**src/board_info_pkg.sv**
```systemverilog
// package: register numbers, option masks, command codes and defaults
package board_info_pkg;
  // register numbers as the software addresses them
  localparam logic [31:0] BOARD_COMMAND_ADDR     = 32'h0000_0000;
  localparam logic [31:0] PRODUCTION_DATE_ADDR   = 32'h0000_07E4;
  localparam logic [31:0] BOARD_SERIAL_ADDR      = 32'h0000_07EE;
  localparam logic [31:0] MAX_SAMPLE_RATE_ADDR   = 32'h0000_0834;
  localparam logic [31:0] MEMORY_SIZE_BYTES_ADDR = 32'h0000_083E;
  localparam logic [31:0] INSTALLED_OPTIONS_ADDR = 32'h0000_0848;
  localparam logic [31:0] IRQ_LINE_USED_ADDR     = 32'h0000_08FC;
  // command codes
  localparam logic [31:0] BOARD_RESET_CMD        = 32'h0000_0000;
  localparam logic [31:0] RUN_CMD                = 32'h0000_000A;
  localparam logic [31:0] LOW_POWER_CMD          = 32'h0000_001E;
  // reset value of the command register
  localparam logic [31:0] COMMAND_RESET          = 32'h0000_0000;
  // production date field positions
  localparam int          DATE_YEAR_LSB          = 16;
  localparam int          DATE_MONTH_MSB         = 7;
  // installed option masks
  localparam logic [31:0] OPT_MULTI_RECORD       = 32'h0000_0001;
  localparam logic [31:0] OPT_DIGITAL_IO         = 32'h0000_0002;
  localparam logic [31:0] OPT_GATED_SAMPLING     = 32'h0000_0020;
  localparam logic [31:0] OPT_SYNCHRONIZATION    = 32'h0000_0200;
  localparam logic [31:0] OPT_TIME_TAG           = 32'h0000_0400;
  localparam logic [31:0] OPT_HUB_MODULE         = 32'h0000_0800;
  localparam logic [31:0] OPT_EXTRA_IO           = 32'h0000_2000;
  localparam logic [31:0] OPT_AMP_CALIBRATION    = 32'h0000_4000;
  // log2 of the bytes per stored sample on a 16-bit board
  localparam int          SAMPLE_BYTES_SHIFT     = 1;
  // board mode
  typedef enum logic [1:0] {MODE_IDLE, MODE_RUN, MODE_LOW_POWER} mode_t;
endpackage

```
**src/board_info_regs.sv**
```systemverilog
// board information registers and board command register
`timescale 1ns/10ps
module board_info_regs #(
  parameter logic [15:0] PROD_YEAR    = 16'h07E2, // plain default
  parameter logic [7:0]  PROD_MONTH   = 8'h05,    // plain default
  parameter logic [31:0] SERIAL_NO    = 32'h0000_1234, // arbitrary value
  parameter logic [31:0] MAX_RATE_HZ  = 32'h0007_A120, // plain default
  parameter logic [31:0] MEM_BYTES    = 32'h0100_0000, // plain default
  parameter logic [31:0] OPTIONS      = 32'h0000_0001, // plain default
  parameter logic [31:0] IRQ_LINE     = 32'h0000_000B  // plain default
) (
  input  wire logic        clk,
  input  wire logic        nrst,
  input  wire logic        ce,
  input  wire logic [31:0] reg_addr,
  input  wire logic        reg_wr,
  input  wire logic        reg_rd,
  input  wire logic [31:0] reg_wdata,
  output logic      [31:0] reg_rdata,
  output logic             reg_ack,
  output logic             run_active,
  output logic             low_power,
  output logic             settings_reset,
  output logic             mem_valid,
  output logic      [31:0] sample_capacity,
  input  wire logic        acq_done
);

  // options word after the hub-implies-sync fixup
  logic [31:0] options_word;
  // state registers
  board_info_pkg::mode_t mode_reg, mode_next;
  logic [31:0] cmd_reg, cmd_next;       // last command written
  logic        valid_reg, valid_next;   // memory holds good data
  logic        rst_pulse_reg, rst_pulse_next;
  logic [31:0] rdata_reg, rdata_next;
  logic        ack_reg, ack_next;

  // address match helper, used by both decoders
  function automatic logic hit(input logic [31:0] a, input logic [31:0] r);
    hit = (a == r);
  endfunction

  // options word
  // hub sets sync
  // masks only from straps; same mechanism
  always_comb begin
    options_word = OPTIONS;
    if ((OPTIONS & board_info_pkg::OPT_HUB_MODULE) != 32'h0000_0000) begin
      options_word = options_word | board_info_pkg::OPT_SYNCHRONIZATION;
    end
  end

  // read decode: pure mux, nothing changes on a read
  // reads side-effect free
  always_comb begin
    rdata_next = rdata_reg;
    ack_next   = 1'b0;
    if (reg_rd) begin
      ack_next = 1'b1;
      if (hit(reg_addr, board_info_pkg::BOARD_COMMAND_ADDR)) begin
        rdata_next = cmd_reg;
      end else if (hit(reg_addr, board_info_pkg::PRODUCTION_DATE_ADDR)) begin
        rdata_next = {PROD_YEAR, 8'h00, PROD_MONTH};
      end else if (hit(reg_addr, board_info_pkg::BOARD_SERIAL_ADDR)) begin
        rdata_next = SERIAL_NO;
      end else if (hit(reg_addr, board_info_pkg::MAX_SAMPLE_RATE_ADDR)) begin
        rdata_next = MAX_RATE_HZ;
      end else if (hit(reg_addr, board_info_pkg::MEMORY_SIZE_BYTES_ADDR))
      begin
        rdata_next = MEM_BYTES;
      end else if (hit(reg_addr, board_info_pkg::INSTALLED_OPTIONS_ADDR))
      begin
        rdata_next = options_word;
      end else if (hit(reg_addr, board_info_pkg::IRQ_LINE_USED_ADDR)) begin
        rdata_next = IRQ_LINE;
      end else begin
        // unmapped reads return zero
        rdata_next = 32'h0000_0000;
      end
    end else if (reg_wr) begin
      // writes are acknowledged too; a write to a read-only word is dropped
      ack_next = 1'b1;
    end
  end

  // command decode and board mode
  always_comb begin
    mode_next      = mode_reg;
    cmd_next       = cmd_reg;
    valid_next     = valid_reg;
    rst_pulse_next = 1'b0;
    // acquisition finishing fills memory with good data
    if (acq_done && mode_reg == board_info_pkg::MODE_RUN) begin
      valid_next = 1'b1;
    end
    // read wins over write if both asserted: host issues one at a time
    if (reg_wr && !reg_rd &&
        hit(reg_addr, board_info_pkg::BOARD_COMMAND_ADDR)) begin
      cmd_next = reg_wdata;
      case (reg_wdata)
        board_info_pkg::BOARD_RESET_CMD: begin
          mode_next      = board_info_pkg::MODE_IDLE;
          rst_pulse_next = 1'b1;
          valid_next     = 1'b0;
          cmd_next       = board_info_pkg::COMMAND_RESET;
        end
        board_info_pkg::RUN_CMD: begin
          mode_next = board_info_pkg::MODE_RUN;
        end
        board_info_pkg::LOW_POWER_CMD: begin
          mode_next  = board_info_pkg::MODE_LOW_POWER;
          valid_next = 1'b0;
        end
        default: begin
          // other codes belong to blocks outside this bank
        end
      endcase
    end
  end

  // register all state
  always_ff @(posedge clk or negedge nrst) begin
    if (!nrst) begin
      mode_reg      <= board_info_pkg::MODE_IDLE;
      cmd_reg       <= board_info_pkg::COMMAND_RESET;
      valid_reg     <= 1'b0;
      rst_pulse_reg <= 1'b0;
      rdata_reg     <= 32'h0000_0000;
      ack_reg       <= 1'b0;
    end else if (ce) begin
      mode_reg      <= mode_next;
      cmd_reg       <= cmd_next;
      valid_reg     <= valid_next;
      rst_pulse_reg <= rst_pulse_next;
      rdata_reg     <= rdata_next;
      ack_reg       <= ack_next;
    end
  end

  // outputs
  assign reg_rdata      = rdata_reg;
  assign reg_ack        = ack_reg;
  assign run_active     = (mode_reg == board_info_pkg::MODE_RUN);
  assign low_power      = (mode_reg == board_info_pkg::MODE_LOW_POWER);
  assign settings_reset = rst_pulse_reg;
  assign mem_valid      = valid_reg;
  assign sample_capacity = MEM_BYTES >> board_info_pkg::SAMPLE_BYTES_SHIFT;

  // low power command drops valid data and mode
  low_power_a: assert property (@(posedge clk) disable iff (!nrst)
    ce && reg_wr && !reg_rd && reg_addr == 32'h0000_0000 &&
    reg_wdata == 32'h0000_001E |=> low_power && !mem_valid)
    else $error("low power command not taken");
  // start leaves low power
  start_wake_a: assert property (@(posedge clk) disable iff (!nrst)
    ce && low_power && reg_wr && !reg_rd && reg_addr == 32'h0000_0000 &&
    reg_wdata == 32'h0000_000A |=> run_active && !low_power)
    else $error("start did not leave low power");
  // reset command clears mode and memory
  reset_cmd_a: assert property (@(posedge clk) disable iff (!nrst)
    ce && reg_wr && !reg_rd && reg_addr == 32'h0000_0000 &&
    reg_wdata == 32'h0000_0000 |=> settings_reset && !mem_valid &&
    !low_power && !run_active)
    else $error("reset command not taken");
  // start command enters run
  run_cmd_a: assert property (@(posedge clk) disable iff (!nrst)
    ce && reg_wr && !reg_rd && reg_addr == 32'h0000_0000 &&
    reg_wdata == 32'h0000_000A |=> run_active)
    else $error("start command not taken");
  // date word layout
  date_word_a: assert property (@(posedge clk) disable iff (!nrst)
    ce && reg_rd && reg_addr == 32'h0000_07E4 |=>
    reg_ack && reg_rdata[15:8] == 8'h00 &&
    reg_rdata[31:16] == PROD_YEAR && reg_rdata[7:0] == PROD_MONTH)
    else $error("date word wrong");
  // hub implies sync on readout
  hub_sync_a: assert property (@(posedge clk) disable iff (!nrst)
    ce && reg_rd && reg_addr == 32'h0000_0848 |=>
    !reg_rdata[11] || reg_rdata[9])
    else $error("hub without sync bit");
  // reads leave mode and validity alone
  read_quiet_a: assert property (@(posedge clk) disable iff (!nrst)
    ce && reg_rd && !acq_done |=> $stable(mode_reg) && $stable(valid_reg))
    else $error("read changed state");
  // memory size word
  mem_size_a: assert property (@(posedge clk) disable iff (!nrst)
    ce && reg_rd && reg_addr == 32'h0000_083E |=> reg_rdata == MEM_BYTES)
    else $error("memory size wrong");
  // capacity halves bytes
  capacity_a: assert property (@(posedge clk) disable iff (!nrst)
    sample_capacity + sample_capacity == {MEM_BYTES[31:1], 1'b0})
    else $error("capacity wrong");
  // serial read
  serial_a: assert property (@(posedge clk) disable iff (!nrst)
    ce && reg_rd && reg_addr == 32'h0000_07EE |=> reg_rdata == SERIAL_NO)
    else $error("serial wrong");

  // sample rate word comes straight from the strap
  rate_word_a: assert property (@(posedge clk) disable iff (!nrst)
    ce && reg_rd &&
    reg_addr == board_info_pkg::MAX_SAMPLE_RATE_ADDR |=>
    reg_rdata == MAX_RATE_HZ)
    else $error("sample rate wrong");
  // every installed option bit shows on readout
  options_keep_a: assert property (@(posedge clk) disable iff (!nrst)
    ce && reg_rd &&
    reg_addr == board_info_pkg::INSTALLED_OPTIONS_ADDR |=>
    (reg_rdata & OPTIONS) == OPTIONS)
    else $error("option bit lost");
  // no option bit other than sync appears that was not installed
  options_extra_a: assert property (@(posedge clk) disable iff (!nrst)
    ce && reg_rd &&
    reg_addr == board_info_pkg::INSTALLED_OPTIONS_ADDR |=>
    (reg_rdata & ~(OPTIONS | board_info_pkg::OPT_SYNCHRONIZATION)) ==
    32'h0000_0000)
    else $error("option bit invented");
  // sync bit set for any kind of synchronization
  sync_bit_a: assert property (@(posedge clk) disable iff (!nrst)
    ce && reg_rd &&
    reg_addr == board_info_pkg::INSTALLED_OPTIONS_ADDR |=>
    reg_rdata[9] == (OPTIONS[9] || OPTIONS[11]))
    else $error("sync bit wrong");
  // time tag bit follows its strap
  time_tag_a: assert property (@(posedge clk) disable iff (!nrst)
    ce && reg_rd &&
    reg_addr == board_info_pkg::INSTALLED_OPTIONS_ADDR |=>
    reg_rdata[10] == OPTIONS[10])
    else $error("time tag bit wrong");
  // extra io and amplifier bits follow their straps
  extra_io_a: assert property (@(posedge clk) disable iff (!nrst)
    ce && reg_rd &&
    reg_addr == board_info_pkg::INSTALLED_OPTIONS_ADDR |=>
    reg_rdata[13] == OPTIONS[13] && reg_rdata[14] == OPTIONS[14])
    else $error("extra io bit wrong");
  // interrupt line word
  irq_line_a: assert property (@(posedge clk) disable iff (!nrst)
    ce && reg_rd &&
    reg_addr == board_info_pkg::IRQ_LINE_USED_ADDR |=>
    reg_rdata == IRQ_LINE)
    else $error("interrupt line wrong");
  // command register reads back what it held
  cmd_readback_a: assert property (@(posedge clk) disable iff (!nrst)
    ce && reg_rd &&
    reg_addr == board_info_pkg::BOARD_COMMAND_ADDR |=>
    reg_rdata == $past(cmd_reg))
    else $error("command readback wrong");
  // every enabled request is answered one edge later
  ack_pulse_a: assert property (@(posedge clk) disable iff (!nrst)
    ce && (reg_rd || reg_wr) |=> reg_ack)
    else $error("request not answered");
  // no answer without a request
  ack_idle_a: assert property (@(posedge clk) disable iff (!nrst)
    ce && !reg_rd && !reg_wr |=> !reg_ack)
    else $error("answer without request");
  // writes to other numbers touch no board state
  write_drop_a: assert property (@(posedge clk) disable iff (!nrst)
    ce && reg_wr && !reg_rd && !acq_done &&
    reg_addr != board_info_pkg::BOARD_COMMAND_ADDR |=>
    $stable(mode_reg) && $stable(cmd_reg) && $stable(valid_reg))
    else $error("ignored write changed state");
  // memory is never valid while powered down
  power_hold_a: assert property (@(posedge clk) disable iff (!nrst)
    low_power |-> !mem_valid)
    else $error("valid memory in low power");
  // settings reset is a single pulse
  reset_pulse_a: assert property (@(posedge clk) disable iff (!nrst)
    ce && settings_reset && !reg_wr |=> !settings_reset)
    else $error("settings reset stuck");
  // clock enable low freezes mode, command and answer
  freeze_a: assert property (@(posedge clk) disable iff (!nrst)
    !ce |=> $stable(mode_reg) && $stable(cmd_reg) && $stable(reg_ack))
    else $error("state moved while frozen");

endmodule // board_info_regs

```
**config.mk**
```make
export PLATFORM = sky130hd
export DESIGN_NAME = board_info_regs
export DESIGN_NICKNAME = d
export VERILOG_FILES = /design/src/board_info_pkg.sv /design/src/board_info_regs.sv
export SDC_FILE = /design/constraint.sdc
export NUM_CORES = 1
export LEC_CHECK = 0
export ABC_AREA = 1
export BUFFER_PORTS_ARGS = -buffer_cell sky130_fd_sc_hd__buf_2
export CAP_MARGIN = 20
export CORE_ASPECT_RATIO = 2
export CORE_MARGIN = 5
export CORE_UTILIZATION = 49
export DETAILED_ROUTE_END_ITERATION = 7
export PLACE_DENSITY = 0.8
export SYNTH_ARGS = -nofsm -noshare
export SYNTH_HDL_FRONTEND = slang
export SYNTH_SLANG_ARGS = --single-unit
```
**constraint.sdc**
```tcl
create_clock -name clk -period 1.03 [get_ports clk]
set_clock_uncertainty 0.15 [all_clocks]
set_input_delay 0.103 -clock clk [delete_from_list [all_inputs] [get_ports clk]]
set_output_delay 0.103 -clock clk [all_outputs]
set_load 0.005 [all_outputs]
```
==> flow_summary_export.csv <==
group,metric,value,unit
placed_design,dp_cells,715,
pwr,seqPwrFrac,0.392,
hold_path,hp-class,"in2reg",
timing,relSlewSlack,0.630,
global_routing,grt_max_degree,70,
logic_synthesis,synth-async-reset-ratio,1.00,
critical_path,arrival,1.53,ns
floorplan,initial_core_util,0.499,
timing,post-route-min-period,1.44,ns
timing,fin_ws,-0.410,ns
logic_synthesis,ys_warn_count,0,
timing,drv_slew,0,
finish,diodes,0,
routing,firstDrtPassIters,8,
pwr,p_int,0.00538,W
finish,stdcell_area,6420,um^2
routing,routed_wl,17.3,mm
critical_path,crit_end,"reg_rdata[25]",
floorplan,num_io_pins,139,
timing,max_clock_freq,695,MHz
global_routing,grt-ovfl-total,0,
routing,vias,4544,
timing,setup_viol,105,
clocking,cts_sinks,69,
critical_path,crit_type,"in2reg",
global_routing,grt_usage,0.307,
logic_synthesis,synth_seq_area_share,0.476,
pwr,switching_share,0.247,
logic_synthesis,ys_types,22,
logic_synthesis,synth.avg_cell_area,7.83,um^2
clocking,htreeDepth,3,
routing,remaining_drc_errors,0,
logic_synthesis,synth-main-ff-cell,"dfrtp_1",
logic_synthesis,syn_inst,463,
timing,worst_pin_slew,0.555,ns
clocking,cts_buffers,9,
finish,layoutNonFillerInstCount,806,
finish,syn_to_final_growth,77.2,%
clocking,cts_tree,"done",
routing,detail_route.wl_per_cell,21.5,um
run,drv_cap,0,
pwr,pwr-share-comb,0.145,
critical_path,r2r-start,"cmd_reg[8]",
global_routing,grt_pass1_vias,4569,
pwr,p_switching,0.00177,W
logic_synthesis,synth_seq_cells,69,
timing,timing.final.crit_share,1.40,
floorplan,die_w,70.8,um
floorplan,core.rowCount,44,
critical_path,r2r-end,"reg_rdata[8]",
clocking,clk_path_buf_depth,2,
critical_path,startpoint_type,"input pin",
routing,vias_per_cell,5.64,
clocking,path_clk_slew,0.06,ns
placed_design,dp_slack,-0.563,ns
finish,drive_above_1_share,0.507,
floorplan,core-area,7270,um^2
routing,postRouteAntennaNets,0,
placed_design,dp_hpwl,7.51,mm
floorplan,die-height,132,um
floorplan,dieArea,9320,um^2
pwr,ir_drop,1.49,mV
pwr,power.total,0.00715,W
critical_path,worstSetupEndpointType,"flop",
clocking,cts_root_buffer,"clkbuf_16",
outcome,violations,"negative setup slack",
pwr,p_clk_frac,0.463,
placed_design,io_buffers,106,
timing,final-hold-violation-count,0,
clocking,clock_latency,0.35,ns
logic_synthesis,synth-edff-count,0,
global_routing,antenna_found_initial,0,
critical_path,crit_start,"reg_addr[7]",
logic_synthesis,netlist_area,3620,um^2
critical_path,crit_fanout,5,
placed_design,gp_congestion,0.896,
finish,nNetsFinal,779,
placed_design,place_area,4650,um^2
critical_path,r2r_slack,-0.10,ns
timing,whs,0.0116,ns
timing,rsz0062_at_grt,"yes",
routing,dr.first_iter.drc_count,540,
critical_path,r2r_cells,2,
pwr,p_per_area,1110,nW/um^2
outcome,status,"complete, but fails checks",
global_routing,grt_pass1_wl,22.2,mm
pwr,leakagePower,3.41,nW
critical_path,worstPathRequired,1.12,ns
==> power groups by stage <==
stage	clock network [W]	logic, W	registers [W]
finish	0.00331	0.00103	0.00280
CTS	0.00324	0.000867	0.00280
global placement	0	0.000690	0.00284
global route	0.00342	0.00110	0.00280
detailed placement	0	0.000702	0.00285
floorplan	0	0.000310	0.00285
==> final cells by class <==
cell class / instances / area [um^2]
fillers: 317 / 845
multi-input cells: 330 / 2060
flip-flops and latches: 69 / 1730
well taps: 92 / 115
clock inverters: 5 / 75.1
inverters: 50 / 194
repair buffers: 249 / 2020
clock buffers: 11 / 233
==> critical path: stages <==
cell     delay (ns)
buf_2          0.12
buf_4          0.13
nand2_2        0.08
nor3b_2        0.32
nand3_1        0.17
nand2_1        0.11
nand2_1        0.09
inv_2          0.09
nand2_2        0.09
o21ai_0        0.22
==> worst min-delay path by stage <==
stage	from	endpoint	slack, ns	depth (start not counted)
finish	reg_wdata[0]	cmd_reg[0]	0.01	4
global placement	nrst	reg_rdata[28]	-0.007	2
detailed placement	nrst	reg_rdata[31]	0.001	2
global route	reg_wdata[2]	cmd_reg[2]	0.02	4
CTS	reg_wdata[0]	cmd_reg[0]	0.02	4
floorplan	nrst	cmd_reg[0]	-0.34	0
==> logic make-up (layout without fill, tap and decap cells) <==
| kind of cell | Yosys count | in the layout | synth area share |
|---|---|---|---|
| AND/OR/NAND/NOR | 232 | 234 | 0.263 |
| buffers and inverters | 96 | 315 | 0.146 |
| flip-flops | 69 | 69 | 0.476 |
| AO/OA/AOI/OAI | 64 | 64 | 0.113 |
| other | 2 | 32 | 0.00207 |
==> repair_timing <==
item                                    4_1_cts  5_1_grt
resized for setup                            95       87
endpoints found under the setup margin      105      105
buffers inserted                             24       15
pin swaps                                    30       31
hold buffers                                 31        0
gates cloned                                 10        3
hold endpoints to repair                     99        0
==> layer usage <==
metal	routed length [um]	global-route usage
met1	5540	0.302
met3	1240	0.0711
met5	0	0
met2	9090	0.543
met4	1440	0.223
==> Yosys cell counts (2+ instances only) <==
master / number / area (um^2)
a21oi_1: 23 / 115
buf_2: 2 / 10.0
buf_4: 32 / 240
buf_6: 6 / 67.6
clkbuf_1: 6 / 22.5
conb_1: 2 / 7.51
dfrtp_1: 69 / 1730
inv_1: 50 / 188
nand2_1: 125 / 469
nand2_2: 3 / 18.8
nand3_1: 23 / 115
nand4_1: 4 / 25.0
nor2_1: 66 / 248
nor3_1: 5 / 25.0
nor3b_1: 2 / 15.0
nor4_1: 2 / 12.5
o21ai_0: 8 / 40.0
o21ai_1: 9 / 45.0
o21ai_2: 23 / 201
==> through the flow <==
step                       util  TNS (ns)
final                     0.884    -20.44
after global routing      0.884    -24.21
after CTS                 0.832    -12.15
after detailed placement  0.639    -34.09
after global placement    0.639    -33.29
after floorplan               -    -15.83
==> placed cells by master (no fill, tap or decap), drive strengths merged, types with 2 or more instances in the layout <==
cell type and instances:
buf 215, nand2 130, dfrtp 69, nor2 68, inv 49, o21ai 40, conb 32, dlygate4sd3 31
nand3 23, a21oi 23, clkbuf 13, nor3 5, nand4 4, clkinv 3, nor3b 2, nor4 2
bufinv 2
(Power assumes the default switching activity.)
